[config.mk]
export PLATFORM = sky130hd
export DESIGN_NAME = bsctap_top
export DESIGN_NICKNAME = d
export VERILOG_FILES = /design/src/logic/bsctap_pkg.sv /design/src/logic/bsctap_fifo.sv /design/src/logic/bsctap_top.sv
export SDC_FILE = /design/constraint.sdc
export NUM_CORES = 1
export LEC_CHECK = 0
export BUFFER_PORTS_ARGS = -buffer_cell sky130_fd_sc_hd__buf_2
export CORE_MARGIN = 3
export CORE_UTILIZATION = 40
export DETAILED_ROUTE_END_ITERATION = 10
export GPL_ROUTABILITY_DRIVEN = 1
export PLACE_DENSITY = 0.7
export SETUP_SLACK_MARGIN = 0.4
export SLEW_MARGIN = 20
export SYNTH_ARGS = -nofsm -noshare
export SYNTH_HDL_FRONTEND = slang
export SYNTH_SLANG_ARGS = --single-unit
[constraint.sdc]
create_clock -name sys_clk -period 2.15 [get_ports sys_clk]
set_input_delay 0.43 -clock sys_clk [delete_from_list [all_inputs] [get_ports sys_clk]]
set_output_delay 0.43 -clock sys_clk [all_outputs]
set_load 0.01 [all_outputs]
[src/logic/bsctap_pkg.sv]
// shared constants, states and carriers of the boundary scan tap
// assumes one system clock samples every tap pin
package bsctap_pkg;
    localparam int IR_WIDTH = 4;
    localparam int ID_WIDTH = 32;
    localparam int CELLS_PER_IO = 3;
    localparam int CELL_IN = 0;
    localparam int CELL_OUT = 1;
    localparam int CELL_OE = 2;
    localparam logic [IR_WIDTH-1:0] INSTR_EXTEST = 4'h0;
    localparam logic [IR_WIDTH-1:0] INSTR_SAMPLE = 4'h1;
    localparam logic [IR_WIDTH-1:0] INSTR_IDCODE = 4'hE;
    localparam logic [IR_WIDTH-1:0] INSTR_BYPASS = 4'hF;
    localparam logic [IR_WIDTH-1:0] IR_CAPTURE = 4'h1;
    // identification fields, values arbitrary
    localparam logic [3:0] ID_VERSION = 4'h1;
    localparam logic [15:0] ID_PART = 16'h0A5A;
    localparam logic [10:0] ID_NUMBER = 11'h123;
    localparam logic ID_LSB = 1'b1;
    localparam int TMS_RESET_CYCLES = 5;

    typedef enum logic [3:0] {
        TEST_LOGIC_RESET, RUN_TEST_IDLE,
        SELECT_DR, CAPTURE_DR, SHIFT_DR, EXIT1_DR, PAUSE_DR, EXIT2_DR, UPDATE_DR,
        SELECT_IR, CAPTURE_IR, SHIFT_IR, EXIT1_IR, PAUSE_IR, EXIT2_IR, UPDATE_IR
    } bsctap_state_t;

    typedef struct packed {
        logic tck;
        logic tms;
        logic tdi;
        logic trstN;
    } bsctap_pins_t;

    localparam bsctap_pins_t PINS_IDLE = 4'h1;

    typedef struct packed {
        logic data;
        logic drive;
    } bsctap_tdo_t;
endpackage : bsctap_pkg

[src/logic/bsctap_fifo.sv]
// first-in first-out buffer with valid and ready on both sides
// assumes one clock and a synchronous active-low reset
`timescale 1ns/10ps
module bsctap_fifo #(
    parameter int WIDTH = 2,
    parameter int DEPTH = 32
) (
    input wire logic sys_clk,
    input wire logic reset_n,
    input wire logic inValid,
    output logic inReady,
    input wire logic [WIDTH-1:0] inData,
    output logic outValid,
    input wire logic outReady,
    output logic [WIDTH-1:0] outData
);
    localparam int AW = $clog2(DEPTH);

    logic [WIDTH-1:0] mem [DEPTH];
    logic [AW:0] wrPtr;
    logic [AW:0] rdPtr;
    logic doWrite;
    logic doRead;

    assign inReady = (wrPtr - rdPtr) != (AW+1)'(DEPTH);
    assign outValid = wrPtr != rdPtr;
    assign outData = mem[rdPtr[AW-1:0]];
    assign doWrite = inValid && inReady;
    assign doRead = outValid && outReady;

    always_ff @(posedge sys_clk)
    begin
        if (doWrite)
        begin
            mem[wrPtr[AW-1:0]] <= inData;
        end
    end

    always_ff @(posedge sys_clk)
    begin
        if (!reset_n)
        begin
            wrPtr <= '0;
            rdPtr <= '0;
        end
        else
        begin
            if (doWrite)
            begin
                wrPtr <= wrPtr + 1'b1;
            end
            if (doRead)
            begin
                rdPtr <= rdPtr + 1'b1;
            end
        end
    end
endmodule : bsctap_fifo

[src/logic/bsctap_top.sv]
// boundary scan test access port: state machine, instruction and data registers
// assumes tck, tms, tdi, trst arrive from pins asynchronous to sys_clk
`timescale 1ns/10ps
module bsctap_top
    import bsctap_pkg::*;
#(
    parameter int NUM_IO = 8,
    parameter int FIFO_DEPTH = 32
) (
    input wire logic sys_clk,
    input wire logic reset_n,
    input wire bsctap_pkg::bsctap_pins_t pins,
    output logic tdo,
    output logic tdoOe_n,
    input wire logic [NUM_IO-1:0] coreOut,
    input wire logic [NUM_IO-1:0] coreOe,
    output logic [NUM_IO-1:0] coreIn,
    input wire logic [NUM_IO-1:0] padIn,
    output logic [NUM_IO-1:0] padOut,
    output logic [NUM_IO-1:0] padOe_n,
    output logic testReset
);
    import bsctap_pkg::*;

    localparam int BSR_LEN = NUM_IO * CELLS_PER_IO;
    localparam logic [ID_WIDTH-1:0] ID_VALUE = {ID_VERSION, ID_PART, ID_NUMBER, ID_LSB};

    bsctap_pins_t sync1;
    bsctap_pins_t sync2;
    bsctap_pins_t sync3;
    bsctap_pins_t pinLevel;
    logic tckPrev;
    logic tckRise;
    logic tckFall;
    logic step;
    logic pushPending;
    bsctap_state_t state;
    bsctap_state_t next_state;
    logic [IR_WIDTH-1:0] irShift;
    logic [IR_WIDTH-1:0] instr;
    logic bypassBit;
    logic [ID_WIDTH-1:0] idShift;
    logic [BSR_LEN-1:0] bsrShift;
    logic [BSR_LEN-1:0] bsrHold;
    logic [BSR_LEN-1:0] bsrCapture;
    logic selId;
    logic selBsr;
    logic extestOn;
    logic serialBit;
    logic shiftingNow;
    bsctap_tdo_t fifoIn;
    bsctap_tdo_t fifoOut;
    logic fifoInReady;
    logic fifoOutValid;

    // three-stage sampling, level accepted when stages two and three agree
    always_ff @(posedge sys_clk)
    begin
        if (!reset_n)
        begin
            sync1 <= PINS_IDLE;
            sync2 <= PINS_IDLE;
            sync3 <= PINS_IDLE;
            pinLevel <= PINS_IDLE;
            tckPrev <= 1'b0;
        end
        else
        begin
            sync1 <= pins;
            sync2 <= sync1;
            sync3 <= sync2;
            pinLevel <= (~(sync2 ^ sync3) & sync2) | ((sync2 ^ sync3) & pinLevel);
            tckPrev <= pinLevel.tck;
        end
    end

    assign tckRise = pinLevel.tck && !tckPrev;
    assign tckFall = !pinLevel.tck && tckPrev;
    // a pending serial word masks any tck rise that comes before it is pushed
    assign step = tckRise && !pushPending;

    always_ff @(posedge sys_clk)
    begin
        if (!reset_n || !pinLevel.trstN)
        begin
            state <= TEST_LOGIC_RESET;
        end
        else if (step)
        begin
            state <= next_state;
        end
    end

    // tms high walks every state to test-logic-reset within five steps
    always_comb
    begin
        next_state = state;
        case (state)
            TEST_LOGIC_RESET: next_state = pinLevel.tms ? TEST_LOGIC_RESET : RUN_TEST_IDLE;
            RUN_TEST_IDLE: next_state = pinLevel.tms ? SELECT_DR : RUN_TEST_IDLE;
            SELECT_DR: next_state = pinLevel.tms ? SELECT_IR : CAPTURE_DR;
            CAPTURE_DR: next_state = pinLevel.tms ? EXIT1_DR : SHIFT_DR;
            SHIFT_DR: next_state = pinLevel.tms ? EXIT1_DR : SHIFT_DR;
            EXIT1_DR: next_state = pinLevel.tms ? UPDATE_DR : PAUSE_DR;
            PAUSE_DR: next_state = pinLevel.tms ? EXIT2_DR : PAUSE_DR;
            EXIT2_DR: next_state = pinLevel.tms ? UPDATE_DR : SHIFT_DR;
            UPDATE_DR: next_state = pinLevel.tms ? SELECT_DR : RUN_TEST_IDLE;
            SELECT_IR: next_state = pinLevel.tms ? TEST_LOGIC_RESET : CAPTURE_IR;
            CAPTURE_IR: next_state = pinLevel.tms ? EXIT1_IR : SHIFT_IR;
            SHIFT_IR: next_state = pinLevel.tms ? EXIT1_IR : SHIFT_IR;
            EXIT1_IR: next_state = pinLevel.tms ? UPDATE_IR : PAUSE_IR;
            PAUSE_IR: next_state = pinLevel.tms ? EXIT2_IR : PAUSE_IR;
            EXIT2_IR: next_state = pinLevel.tms ? UPDATE_IR : SHIFT_IR;
            UPDATE_IR: next_state = pinLevel.tms ? SELECT_DR : RUN_TEST_IDLE;
            default: next_state = TEST_LOGIC_RESET;
        endcase
    end

    assign selId = instr == INSTR_IDCODE;
    assign selBsr = (instr == INSTR_EXTEST) || (instr == INSTR_SAMPLE);
    assign extestOn = instr == INSTR_EXTEST;

    // instruction path
    always_ff @(posedge sys_clk)
    begin
        if (!reset_n || state == TEST_LOGIC_RESET)
        begin
            irShift <= IR_CAPTURE;
            instr <= INSTR_IDCODE;
        end
        else if (step)
        begin
            case (state)
                CAPTURE_IR: irShift <= IR_CAPTURE;
                SHIFT_IR: irShift <= {pinLevel.tdi, irShift[IR_WIDTH-1:1]};
                UPDATE_IR: instr <= irShift;
                default: irShift <= irShift;
            endcase
        end
    end

    // bypass register, in the path for every instruction but id and boundary
    always_ff @(posedge sys_clk)
    begin
        if (!reset_n)
        begin
            bypassBit <= 1'b0;
        end
        else if (step && !selId && !selBsr)
        begin
            case (state)
                CAPTURE_DR: bypassBit <= 1'b0;
                SHIFT_DR: bypassBit <= pinLevel.tdi;
                default: bypassBit <= bypassBit;
            endcase
        end
    end

    // identification register
    always_ff @(posedge sys_clk)
    begin
        if (!reset_n)
        begin
            idShift <= ID_VALUE;
        end
        else if (step && selId)
        begin
            case (state)
                CAPTURE_DR: idShift <= ID_VALUE;
                SHIFT_DR: idShift <= {pinLevel.tdi, idShift[ID_WIDTH-1:1]};
                default: idShift <= idShift;
            endcase
        end
    end

    // parallel inputs of the three cells per io
    always_comb
    begin
        bsrCapture = '0;
        for (int i = 0; i < NUM_IO; i++)
        begin
            bsrCapture[i*CELLS_PER_IO + CELL_IN] = padIn[i];
            bsrCapture[i*CELLS_PER_IO + CELL_OUT] = coreOut[i];
            bsrCapture[i*CELLS_PER_IO + CELL_OE] = coreOe[i];
        end
    end

    // boundary scan shift and hold stages
    always_ff @(posedge sys_clk)
    begin
        if (!reset_n)
        begin
            bsrShift <= '0;
            bsrHold <= '0;
        end
        else if (step && selBsr)
        begin
            case (state)
                CAPTURE_DR: bsrShift <= bsrCapture;
                SHIFT_DR: bsrShift <= {pinLevel.tdi, bsrShift[BSR_LEN-1:1]};
                UPDATE_DR: bsrHold <= bsrShift;
                default: bsrShift <= bsrShift;
            endcase
        end
    end

    // parallel outputs: pads follow the hold stage during external test
    always_ff @(posedge sys_clk)
    begin
        if (!reset_n)
        begin
            padOut <= '0;
            padOe_n <= '1;
            coreIn <= '0;
        end
        else
        begin
            for (int i = 0; i < NUM_IO; i++)
            begin
                padOut[i] <= extestOn ? bsrHold[i*CELLS_PER_IO + CELL_OUT] : coreOut[i];
                padOe_n[i] <= extestOn ? !bsrHold[i*CELLS_PER_IO + CELL_OE] : !coreOe[i];
                coreIn[i] <= padIn[i];
            end
        end
    end

    // serial output selection, one cycle after the edge that moved the registers
    always_comb
    begin
        shiftingNow = (state == SHIFT_DR) || (state == SHIFT_IR);
        serialBit = (state == SHIFT_IR) ? irShift[0] :
            selId ? idShift[0] : selBsr ? bsrShift[0] : bypassBit;
        fifoIn.data = serialBit;
        fifoIn.drive = shiftingNow;
    end

    always_ff @(posedge sys_clk)
    begin
        if (!reset_n || !pinLevel.trstN)
        begin
            pushPending <= 1'b0;
        end
        else if (step)
        begin
            pushPending <= 1'b1;
        end
        else if (fifoInReady)
        begin
            pushPending <= 1'b0;
        end
    end

    bsctap_fifo #(
        .WIDTH($bits(bsctap_tdo_t)),
        .DEPTH(FIFO_DEPTH)
    ) u_fifo (
        .sys_clk(sys_clk),
        .reset_n(reset_n && pinLevel.trstN),
        .inValid(pushPending),
        .inReady(fifoInReady),
        .inData(fifoIn),
        .outValid(fifoOutValid),
        .outReady(tckFall),
        .outData(fifoOut)
    );

    // tdo moves only on a tck falling edge or on a reset
    always_ff @(posedge sys_clk)
    begin
        if (!reset_n || !pinLevel.trstN)
        begin
            tdo <= 1'b0;
            tdoOe_n <= 1'b1;
        end
        else if (tckFall)
        begin
            tdo <= fifoOutValid && fifoOut.data;
            tdoOe_n <= !(fifoOutValid && fifoOut.drive);
        end
    end

    assign testReset = state == TEST_LOGIC_RESET;
endmodule : bsctap_top

# [Yosys cells after proc, flatten, opt, wreduce, memory -nomap -nowiden]
# Memory sizes are Yosys's and may differ from the RTL's. A register that Yosys moved wholly into a read port is not among the register bits.
# Index checks and enable logic that the tools add are counted.
[word_totals] regBits=149 mem_bits_rw=64 out_inout_bits=27 elab_cells=156 n_memories=1 in_bits=30
[mem_list] name="u_fifo.mem" depth=32 word_bits=2 rd=1 rd_clocked_by_memory_dff=1 wr=1 line="bsctap_fifo.sv:19" source="logic [WIDTH-1:0] mem [DEPTH];"
[op_classes] eq_ne=19 n_mux=42 addsub=3 bitwise=5 reduce_logical=54
[ops] op="$pmux 32 s2" count=1
[ops] op="$pmux 24 s2" count=1
[ops] op="$pmux 4 s12" count=1
[ops] op="$eq 4x4->1 const B" count=9
[ops] op="$mux 1" count=26
[ops] op="$logic_not 1->1" count=24
[ops] op="$eq 4x3->1 const B" count=4
[ops] op="$mux 4" count=4
[ops] op="$add 6x1->6 const B" count=2
[ops] op="$logic_and 1x1->1" count=12
[ops] op="$reduce_and 2->1" count=6
[ops] op="$mux 5" count=2
[ops] op="$and 4x4->4" count=2
[ops] op="$eq 4x1->1 const B" count=2
[ops] op="$eq 4x2->1 const B" count=2
[ops] op="$logic_not 4->1" count=2
[ops] op="$pmux 4 s2" count=1
[ops] op="$mux 2" count=3
[ops] op="$mux 3" count=2
[ops] op="$ne 6x6->1" count=1
[ops] op="$ne 6x6->1 const B" count=1
[ops] op="$reduce_bool 2->1" count=3
[ops] op="$sub 6x6->6" count=1
[ops] op="$logic_or 1x1->1" count=4
[ops] op="6 further kinds" count=7

# [Logic depth before layout (Yosys ltp)]
# Gate-level depths: netlist of run 1.
[depth] word_depth=6 depth_mapped=8 mapped_depth_nobuf=8

# [Cells and area by module]
# Synthesis of run 1 repeated with hierarchy kept, for this count alone.
[hier_totals] hier_cells=806 hier_area_um2=8424.3
[by_module_without_submodules] mod="bsctap_top" instances=1 seq_area_each_um2=2582.5 cells_per_inst=558 area_per_inst_um2=4818.4
[by_module_without_submodules] mod="bsctap_fifo" instances=1 seq_area_each_um2=2262.2 cells_per_inst=248 area_per_inst_um2=3606.0

# [Worst setup path after synthesis of run 1]
# No wires, ideal clock.
[synth_path] path_type="register to register" startpoint="register u_fifo.rdPtr[4]" endpoint="memory u_fifo.mem[0][0] (enable)" path_stages_with_launch=9 path_buffers=0 slack_ps=-151 setup_ps=309 synth_period_minus_slack_ps=2301 arrival_time_ps=1992 required_time_ps=1841 path_cell_list="dfxtp_1 -> inv_1 -> ha_1 -> and2_1 -> o21a_1 -> a31o_2 -> nor3_2 -> o21ai_1 -> nor2_1"
[synth_via] elab_chain_len=5
[synth_lines] element="start, declared" line="bsctap_fifo.sv:21" source="logic [AW:0] rdPtr;"
[synth_lines] element="start signal, assigned" line="bsctap_fifo.sv:54" source="rdPtr <= rdPtr + 1'b1;"
[synth_lines] element="$sub 6x6->6" line="bsctap_fifo.sv:25" source="assign inReady = (wrPtr - rdPtr) != (AW+1)'(DEPTH);"
[synth_lines] element="$ne 6x6->1" line="bsctap_fifo.sv:25"
[synth_lines] element="$logic_and 1x1->1" line="bsctap_fifo.sv:28" source="assign doWrite = inValid && inReady;"
[synth_lines] element="$mux 1" line="bsctap_fifo.sv:33" source="if (doWrite)"
[synth_lines] element="$mux 1 (not written as such)" line="bsctap_fifo.sv:35" source="mem[wrPtr[AW-1:0]] <= inData;"
[synth_lines] element="end, declared" line="bsctap_fifo.sv:19"
# Every way passes these cells.

# [Final worst setup path of run 1]
[layout_path] startpoint="register u_fifo.rdPtr[4]" endpoint="memory u_fifo.mem[9][1] (enable)"
# Same word-level chain as after synthesis.

==> results of run 1 <==
[state kept, by name, summed over array words and instances, names as in the netlist, 6 cells and up, named ones only]
signal        cells
bsrShift         24
padOut            8
u_fifo.wrPtr      6
bsrHold          16
u_fifo.mem       64
u_fifo.rdPtr      6
padOe_n           8
coreIn            8
idShift          32
[synth_stat cells (7+ instances only)]
cell      instances  area share, %
a21boi_0         11           0.96
a21oi_1          18            1.0
a22oi_1          20            1.7
and2_1           21            1.5
buf_2            12           0.70
clkbuf_1         30            1.3
dfxtp_1         146             34
edfxtp_1         64             22
ha_1             10            1.5
inv_1            11           0.48
mux2i_1          28            3.3
mux4_1            7            2.1
mux4_2           13            3.4
nand2_1         133            5.8
nand2b_1         10           0.73
nand3_1          37            2.2
nor2_1           58            2.5
nor2b_1          42            3.1
nor3_1           10           0.58
o211a_1          25            2.9
o21ai_0          16           0.93
o22ai_1          13           0.95
[cell type report]
| type | count | share of cell area (%) |
|---|---|---|
| Clock inverter | 10 | 0.519 |
| Clock buffer | 28 | 5.31 |
| Multi-Input combinational cell | 532 | 36.7 |
| Tap cell | 275 | 2.97 |
| Inverter | 11 | 0.357 |
| Timing Repair Buffer | 151 | 12.0 |
| Sequential cell | 210 | 42.1 |
[per-stage QoR]
stage          setup TNS [ns]  utilization, %
5_1_grt                 -1.92            54.9
4_1_cts                     0            51.6
3_5_place_dp            -5.05            45.2
2_1_floorplan               0               -
6_report           -0.0000693            54.9
3_3_place_gp           -0.380            45.2
[path summary, 6_finish.rpt]
path | startpoint | to | slack, ns | cells after the start
worst max-delay path | u_fifo.rdPtr[4] | u_fifo.mem[9][1] | -0.00007 | 10
worst min-delay path | pins[1] | sync1[1] | 0.15 | 2
worst max register to register | u_fifo.rdPtr[4] | u_fifo.mem[9][1] | -0.00007 | 10
worst min register to register | sync1[0] | sync2[0] | 0.41 | 1
[layer usage]
metal	routed length (µm)	vias to the layer above	GRT usage (%)
met5	0	-	0
met4	437	0	4.75
met3	877	28	2.81
met2	11000	153	29.1
met1	9110	3177	21.7
li1	-	3093	-
[power groups by stage]
stage | logic (mW) | clock network, mW | registers, mW
2_1_floorplan | 0.0810 | 0 | 4.20
3_3_place_gp | 0.173 | 0 | 4.18
3_5_place_dp | 0.174 | 0 | 4.18
4_1_cts | 0.176 | 3.63 | 4.09
5_1_grt | 0.203 | 3.78 | 4.09
6_report | 0.183 | 3.54 | 4.09
[critical path: stages (launching register included)]
cell	delay, ns
dfxtp_2	0.34
inv_2	0.05
ha_4	0.21
and2_4	0.14
o21a_1	0.18
a31o_4	0.23
nor3_4	0.20
buf_12	0.15
o21ai_4	0.07
buf_12	0.16
nor2_4	0.12
[logic make-up after synthesis]
| group | after synthesis | share of synthesized area (%) |
|---|---|---|
| buf+inv | 61 | 3.22 |
| fa+ha+maj | 10 | 1.45 |
| flops | 210 | 56.3 |
| xor+xnor | 8 | 0.815 |
| compound gates | 123 | 10.3 |
| simple gates | 339 | 19.0 |
| mux | 49 | 8.93 |
[what timing repair did]
action / in CTS / in global routing
pin swaps: 17 / 38
endpoints found under the setup margin: 163 / 180
resized for setup: 71 / 105
buffers inserted: 24 / 17
cloned: 9 / 8
==> metrics.md, run 1 <==
| Metric | Value |
|---|---|
| DRC viols | `0` |
| # diodes | `0` |
| Tot GR Track Use | `16.8%` |
| Initial Util | `40.8%` |
| Core area | `21100 µm²` |
| Comb pwr share | `2.3%` |
| Max-cap check violation count | `0` |
| Crit Path Category | `flip-flop to flip-flop` |
| Die X | `153 µm` |
| Wire per inst | `17.6 µm` |
| Chip height | `153 µm` |
| Clock sink total | `210` |
| Placed Cells | `1121` |
| Dpl hpwl | `11.4 mm` |
| Routability cong. | `0.787` |
| Outcome | `finished with violations` |
| CTS H-tree lvls | `1` |
| Num CTS Buffers | `22` |
| Layout cell share with drive strength beyond 1 | `38.1%` |
| Worst Skew | `0.00865 ns` |
| Startpoint Class | `flip-flop` |
| Ports | `57` |
| Finished Cell Area | `11600 µm²` |
| PwrDens | `675 nW/µm²` |
| Slew HR | `66.7%` |
| Placed Area | `9530 µm²` |
| Placement Setup Slack | `-0.0954 ns` |
| Period minus WS final | `2.15 ns` |
| Synthesized cell area | `8600 µm²` |
| DR vias | `6451` |
| Skew-Pair Late Insertion Delay | `0.49 ns` |
| Post-synth EDFFs | `64` |
| WP data required | `2.35 ns` |
| Largest net degree at the start of global routing | `69` |
| Fin crit share | `100%` |
| Min-Delay Path Class | `primary input to flip-flop` |
| Commonest cells after routing, fill and taps aside | `132 x nand2_1, 132 x dfxtp_1, 64 x edfxtp_1` |
| Netlist cell types | `60` |
| Critical Path Sink Type | `flip-flop` |
| Drt total wl | `21.4 mm` |
| Register area share after synthesis | `56.3%` |
| Flip-flop and latch area | `4880 µm²` |
| Antenna violations before repair | `0` |
| Vias in the first global route | `6304` |
| Final setup viols | `1` |
| Rows | `53` |
| Total gr overflow | `0` |
| CTS tree | `built` |
| Syn Area/Cell | `10.7 µm²` |
| Yosys warning total | `0` |
| Hold Violations, Final | `0` |
| Clock root cell | `clkbuf_16` |
| Setup ws final | `-0.0000693 ns` |
| Sequential Power Share | `52.4%` |
| Layout area overhead | `34.6%` |
| Multi-input gate area | `4250 µm²` |
| I/O Buffers | `56` |
| Layout fillers | `1721` |
| Cts-stage hold buffer count | `0` |
| F_max | `0.465 GHz` |
| Switching Fraction | `20.9%` |
| Asr flop ratio synth | `0%` |
| Max IR drop VDD | `0.496 mV` |
| 1st-iter DRT viols | `300` |
| Power Total | `7.81 mW` |
| First-pass GRT wire length | `33.0 mm` |
| DIE AREA | `23300 µm²` |
| Post-synthesis net count | `840` |
| Clk buf depth | `3` |
| Sw Pwr | `1.63 mW` |
| Main synth FF type | `dfxtp_1` |
| Leak pwr | `4.66 nW` |
| Violated checks | `setup timing` |
| Worst-Margin Slew | `0.498 ns` |
| Worst-path fanout max | `8` |
| Unrepaired setup endpoints after global routing | `true` |
| Vias/cell | `5.30` |
| WHS | `0.146 ns` |
| Post-Synthesis Cells | `800` |
| Clock power frac | `45.3%` |
| Worst Path Arrival | `2.35 ns` |
| Pint | `6.18 mW` |
| Clock transition at the registers of the reported paths | `0.06 ns` |
| Drt pass-1 iters | `5` |
| Cell Count, Final, Fillers Out | `1217` |
| Seq cells post-synth | `210` |
| Slew Viols, Final | `0` |
| Final Net Count | `968` |
| Routed Antenna Nets | `0` |
Note: power is estimated with default switching activity, not from simulation.
==> run 2, diff against run 1 <==
--- a/config.mk
+++ b/config.mk
@@ -5,12 +5,15 @@
 export SDC_FILE = /design/constraint.sdc
 export NUM_CORES = 1
 export LEC_CHECK = 0
+export ABC_AREA = 1
 export BUFFER_PORTS_ARGS = -buffer_cell sky130_fd_sc_hd__buf_2
+export CELL_PAD_IN_SITES_DETAIL_PLACEMENT = 0
+export CELL_PAD_IN_SITES_GLOBAL_PLACEMENT = 1
 export CORE_MARGIN = 3
 export CORE_UTILIZATION = 40
 export DETAILED_ROUTE_END_ITERATION = 10
 export GPL_ROUTABILITY_DRIVEN = 1
-export PLACE_DENSITY = 0.7
+export PLACE_DENSITY = 0.84
 export SETUP_SLACK_MARGIN = 0.4
 export SLEW_MARGIN = 20
 export SYNTH_ARGS = -nofsm -noshare
==> run 2 against run 1 <==
Hold slack got worse by 0.030 ns. The flow now finishes without violations. Clock power grew 9.6%. Highest routed layer unchanged. Largest power group unchanged. Critical path depth up 3. Sequential power barely moved. Critical endpoint is now u_fifo.mem[28][1].
==> metrics.md, run 2 <==
| Metric | Value |
|---|---|
| Tot GR Track Use | `16.2%` |
| Routed Antenna Nets | `0` |
| Hold Path Origin | `pins[1]` |
| Asr flop ratio synth | `0%` |
| Yosys warning total | `0` |
| Cell with the most instances after synthesis | `nand2_1` |
| Max reg flops | `64` |
| Slew Viols, Final | `0` |
| WP data required | `2.36 ns` |
| Routability cong. | `0.840` |
| Share of the synthesized area in the top cell type | `33.4%` |
| CP max-delay cell | `dfxtp_2` |
| Vias in the first global route | `6733` |
| Layout fillers | `1953` |
| Cts-stage hold buffer count | `0` |
| DR vias | `7091` |
| Max-cap check violation count | `0` |
| Drt pass-1 iters | `5` |
| Comb pwr share | `2.3%` |
| Register area share after synthesis | `55.4%` |
| Die X | `154 µm` |
| F_max | `0.512 GHz` |
| Total gr overflow | `0` |
| Most Frequent Cell on Critical Path | `nand2_1` |
| Worst-Margin Slew | `0.575 ns` |
| Largest net degree at the start of global routing | `70` |
| Post-synth top area cell | `dfxtp_1` |
| CTS tree | `built` |
| Netlist cell types | `41` |
| Post-synth EDFFs | `64` |
| CTS H-tree lvls | `1` |
| Sequential Power Share | `50.2%` |
| Multi-input gate area | `3720 µm²` |
| Min-Delay Path Class | `primary input to flip-flop` |
| Drt total wl | `20.2 mm` |
| Clk buf depth | `3` |
| Worst-path fanout max | `8` |
| Period minus WS final | `1.95 ns` |
| Hold Violations, Final | `0` |
| Pint | `6.52 mW` |
| Max incr delay on CP | `0.33 ns` |
| Ports | `57` |
| Critical Path Sink Type | `flip-flop` |
| Wire per inst | `14.1 µm` |
| Final setup viols | `0` |
| Skew-Pair Late Insertion Delay | `0.50 ns` |
| Seq cells post-synth | `210` |
| Leak pwr | `4.45 nW` |
| Fin crit share | `90.9%` |
| Dpl hpwl | `12.6 mm` |
| Startpoint Class | `flip-flop` |
| WP buf/inv | `3` |
| Num CTS Buffers | `23` |
| Synth top area cells | `dfxtp_1 33%, edfxtp_1 22%, nand2_1 9.6%` |
| 1st-iter DRT viols | `425` |
| Syn Area/Cell | `8.38 µm²` |
| PwrDens | `746 nW/µm²` |
| Commonest cells after routing, fill and taps aside | `215 x nand2_1, 133 x dfxtp_1, 104 x o21ai_0` |
| Sw Pwr | `1.64 mW` |
| Vias/cell | `4.97` |
| Layout cell share with drive strength beyond 1 | `22.5%` |
| Main synth FF type | `dfxtp_1` |
| Chip height | `154 µm` |
| # diodes | `0` |
| Switching Fraction | `20.1%` |
| DIE AREA | `23700 µm²` |
| Max IR drop VDD | `0.521 mV` |
| FF-to-FF Start | `u_fifo.rdPtr[3]` |
| Clock sink total | `210` |
| Sum Neg Setup Slack | `0 ns` |
| Clock power frac | `47.5%` |
| Antenna violations before repair | `0` |
| Finished Cell Area | `10900 µm²` |
| Layout area overhead | `25.2%` |
| Worst Skew | `0.00956 ns` |
| Post-synthesis net count | `1084` |
| Crit. Startpoint | `u_fifo.rdPtr[3]` |
| Worst Path Arrival | `2.16 ns` |
| Commonest non-fill, non-tap cell in the layout | `nand2_1` |
| Unrepaired setup endpoints after global routing | `true` |
| Outcome | `finished clean` |
| I/O Buffers | `56` |
| Slew HR | `61.6%` |
| Critical path cell sequence | `inv_2 -> ha_4 -> nand2_2 -> nand3b_1 -> nand2_1 -> nand2_1 -> nand2_1 -> inv_2 -> nand2_4 -> nand2_8 -> inv_12 -> nand2_8 -> nor2_4` |
| Clock root cell | `clkbuf_16` |
| DRC viols | `0` |
| Post-Synthesis Cells | `1044` |
| Core area | `21200 µm²` |
| Final Net Count | `1176` |
| Rows | `53` |
| Clock transition at the registers of the reported paths | `0.06 ns` |
| Placed Area | `9650 µm²` |
| Initial Util | `41.2%` |
| Synthesized cell area | `8750 µm²` |
| Flip-flop and latch area | `4870 µm²` |
| Crit Path Category | `flip-flop to flip-flop` |
| Crit path max-delay family | `simple AND/OR/NAND/NOR gates` |
| First-pass GRT wire length | `32.1 mm` |
| Top cells by count, synth | `223 x nand2_1, 146 x dfxtp_1, 121 x nor2_1` |
run 2: changes by cell type after synthesis, sizes merged, moves of 22 or more:
cell   delta
nand2    +99
o21ai    +94
and2     -22
nor2     +68
o211a    -25
nand3    +22
nor2b    -42
inv     +101
mux2i    -27
a21oi    +67
run 2: what timing repair did:
action / 4_1_cts / 5_1_grt
gates cloned: 2 / 3
buffers inserted: 20 / 10
setup endpoints to repair: 105 / 188
resized for setup: 27 / 37
pin swaps: 12 / 23
run 2: worst paths after layout:
path                            slack [ns]                 to  depth (start not counted)
worst max register to register        0.20  u_fifo.mem[28][1]                         13
worst min-delay path                  0.12           sync1[1]                          3
worst max-delay path                  0.20  u_fifo.mem[28][1]                         13
worst min register to register        0.41           sync2[0]                          1
run 2: worst reg2reg max path, cell delays in order (launching register included):
cell	delay (ns)
dfxtp_2	0.33
inv_2	0.05
ha_4	0.28
nand2_2	0.04
nand3b_1	0.17
nand2_1	0.07
nand2_1	0.04
nand2_1	0.08
inv_2	0.04
nand2_4	0.08
nand2_8	0.09
inv_12	0.12
nand2_8	0.13
nor2_4	0.15
run 2: per-layer routing:
layer	track usage (%)	vias to the layer above	share of wire, %
li1	-	3619	-
met1	21.0	3279	45
met2	27.4	150	48
met3	2.76	43	4.0
met4	5.68	0	2.7
met5	0	-	0
run 2: per-stage QoR:
step           cells  utilization (%)  power (mW)  setup slack, ns  hold WS [ns]
2_1_floorplan   1044                -        4.29            0.282         0.390
3_3_place_gp    1351             45.5        4.37            0.154         0.394
3_5_place_dp    1351             45.5        4.37            0.103         0.399
4_1_cts         1414             50.5        8.23            0.194        0.0956
5_1_grt         1427             51.6        8.44           0.0540         0.109
6_report        1427             51.6        8.16            0.196         0.116
run 2: kinds of logic after synthesis:
| kind of cell | synth area share, % |
|---|---|
| compound gates | 13.3 |
| xor+xnor | 0.601 |
| fa+ha+maj | 1.43 |
| buf+inv | 7.77 |
| flops | 55.4 |
| mux | 0.114 |
| simple gates | 21.4 |
run 2: area by class of cell:
cell class | count | share of cell area, %
Tap cell | 275 | 3.14
Sequential cell | 210 | 44.5
Clock buffer | 28 | 5.53
Multi-Input combinational cell | 679 | 34.0
Inverter | 112 | 4.02
Clock inverter | 13 | 1.31
Timing Repair Buffer | 110 | 7.50
run 2: power groups by stage:
stage | clock network, mW | registers (mW) | logic (mW)
4_1_cts | 3.95 | 4.09 | 0.188
5_1_grt | 4.14 | 4.09 | 0.213
3_3_place_gp | 0 | 4.19 | 0.186
3_5_place_dp | 0 | 4.19 | 0.186
6_report | 3.88 | 4.09 | 0.188
2_1_floorplan | 0 | 4.20 | 0.0887
==> run 3, diff against run 2 <==
--- a/config.mk
+++ b/config.mk
@@ -13,7 +13,7 @@
 export CORE_UTILIZATION = 40
 export DETAILED_ROUTE_END_ITERATION = 10
 export GPL_ROUTABILITY_DRIVEN = 1
-export PLACE_DENSITY = 0.84
+export PLACE_DENSITY = 0.77
 export SETUP_SLACK_MARGIN = 0.4
 export SLEW_MARGIN = 20
 export SYNTH_ARGS = -nofsm -noshare
==> run 3 against run 2 <==
Core utilization shrank 0.28 points. Clock power shrank 3%. Power shrank 1.4%. Cell count shrank 0.28%. Global-route usage grew 1.0 points. Critical endpoint is now u_fifo.mem[8][1]. Highest routed layer unchanged.
==> metrics.md, run 3 (same netlist as run 2, synthesis figures left out) <==
| Metric | Value |
|---|---|
| Sequential Power Share | `50.9%` |
| Drt total wl | `20.8 mm` |
| Outcome | `finished clean` |
| Wire per inst | `14.6 µm` |
| DRC viols | `0` |
| Ports | `57` |
| Layout cell share with drive strength beyond 1 | `21.5%` |
| Fin crit share | `89.6%` |
| DR vias | `7017` |
| Unrepaired setup endpoints after global routing | `true` |
| Worst-path fanout max | `8` |
| Power Total | `8.05 mW` |
| Final Net Count | `1173` |
| F_max | `0.519 GHz` |
| Setup ws final | `0.224 ns` |
| Clock root cell | `clkbuf_16` |
| Pint | `6.45 mW` |
| Finished Cell Area | `10900 µm²` |
| Total gr overflow | `0` |
| Clock power frac | `46.8%` |
| Comb pwr share | `2.3%` |
| Core area | `21200 µm²` |
| Cell Count, Final, Fillers Out | `1423` |
| 1st-iter DRT viols | `393` |
| Commonest cells after routing, fill and taps aside | `216 x nand2_1, 133 x dfxtp_1, 105 x o21ai_0` |
| Tot GR Track Use | `17.2%` |
| Placed Area | `9660 µm²` |
| Antenna violations before repair | `0` |
| CTS tree | `built` |
| DIE AREA | `23700 µm²` |
| Max IR drop VDD | `0.585 mV` |
| Startpoint Class | `flip-flop` |
| Routed Antenna Nets | `0` |
| Layout area overhead | `24.5%` |
| Die X | `154 µm` |
| PwrDens | `739 nW/µm²` |
| Clock sink total | `210` |
| Vias/cell | `4.93` |
| Sw Pwr | `1.60 mW` |
| Placed Cells | `1354` |
| Routability cong. | `0.821` |
| Slew HR | `59.9%` |
| Period minus WS final | `1.93 ns` |
| Drt pass-1 iters | `4` |
| Placement Setup Slack | `0.109 ns` |
| First-pass GRT wire length | `33.8 mm` |
| Leak pwr | `4.45 nW` |
| Rows | `53` |
| Num CTS Buffers | `23` |
| Chip height | `154 µm` |
| # diodes | `0` |
| Sum Neg Setup Slack | `0 ns` |
| Worst-Margin Slew | `0.600 ns` |
| Dpl hpwl | `13.1 mm` |
| Vias in the first global route | `6710` |
| Commonest non-fill, non-tap cell in the layout | `nand2_1` |
| Slew Viols, Final | `0` |
| Largest net degree at the start of global routing | `83` |
| Clk buf depth | `3` |
| Skew-Pair Late Insertion Delay | `0.49 ns` |
| I/O Buffers | `56` |
| Max-cap check violation count | `0` |
| Max reg flops | `64` |
| WP data required | `2.34 ns` |
| CTS H-tree lvls | `1` |
| Worst Path Arrival | `2.12 ns` |
| Min-Delay Path Class | `primary input to flip-flop` |
| Worst Skew | `0.00821 ns` |
| Hold Violations, Final | `0` |
| Crit Path Category | `flip-flop to flip-flop` |
| Final setup viols | `0` |
| Clock transition at the registers of the reported paths | `0.06 ns` |
| Switching Fraction | `19.9%` |
| Initial Util | `41.2%` |
| Critical Path Sink Type | `flip-flop` |
| Layout fillers | `2001` |
[run 3: worst paths after layout]
kind / cells after the start / slack (ns) / endpoint / start
worst max register to register: 13 / 0.22 / u_fifo.mem[8][1] / u_fifo.rdPtr[3]
worst min-delay path: 3 / 0.12 / sync1[2] / pins[2]
worst min register to register: 2 / 0.41 / sync2[2] / sync1[2]
worst max-delay path: 13 / 0.22 / u_fifo.mem[8][1] / u_fifo.rdPtr[3]
[run 3: final cells by class]
| cell class | instances | area, µm² | share of cell area, % |
|---|---|---|---|
| clock buffer | 36 | 684 | 6.29 |
| clock inverter | 4 | 43.8 | 0.402 |
| inverter | 112 | 439 | 4.03 |
| multi-input combinational | 680 | 3710 | 34.0 |
| sequential | 210 | 4870 | 44.7 |
| tap | 275 | 344 | 3.16 |
| timing repair buffer | 106 | 800 | 7.34 |
[run 3: repair_timing]
| item | 4_1_cts | 5_1_grt |
|---|---|---|
| pin swaps | 17 | 9 |
| endpoints found under the setup margin | 108 | 157 |
| setup buffers | 17 | 8 |
| gates resized for setup | 24 | 32 |
| cloned | 2 | 2 |
| hold buffers | 0 | 0 |
[run 3: per-layer routing]
| layer | share of wire, % | track usage [%] | routed length [µm] | up-vias |
|---|---|---|---|---|
| li1 | - | - | - | 3605 |
| met1 | 45 | 22.9 | 9460 | 3251 |
| met2 | 49 | 29.7 | 10200 | 130 |
| met3 | 3.9 | 2.56 | 803 | 31 |
| met4 | 1.8 | 4.08 | 385 | 0 |
| met5 | 0 | 0 | 0 | - |
[run 3: critical path: stages, from the launching register on]
cell      delay, ns
dfxtp_2        0.33
inv_2          0.05
ha_4           0.28
nand2_1        0.05
nand3b_1       0.17
nand2_1        0.07
nand2_1        0.04
nand2_1        0.08
inv_2          0.04
nand2_4        0.08
nand2_8        0.08
inv_12         0.10
nand2_8        0.12
nor2_4         0.12
[run 3: stage by stage]
stage / utilization (%) / hold WS, ns
final: 51.3 / 0.123
after global routing: 51.3 / 0.115
after CTS: 50.3 / 0.110
after detailed placement: 45.5 / 0.399
after global placement: 45.5 / 0.395
after floorplan: - / 0.390
[run 3: power by group through the flow]
| stage | Combinational (mW) | Sequential (mW) | Clock (mW) |
|---|---|---|---|
| floorplan | 0.0887 | 4.20 | 0 |
| global placement | 0.188 | 4.19 | 0 |
| detailed placement | 0.188 | 4.19 | 0 |
| CTS | 0.190 | 4.10 | 3.85 |
| global route | 0.214 | 4.10 | 4.05 |
| finish | 0.188 | 4.09 | 3.77 |
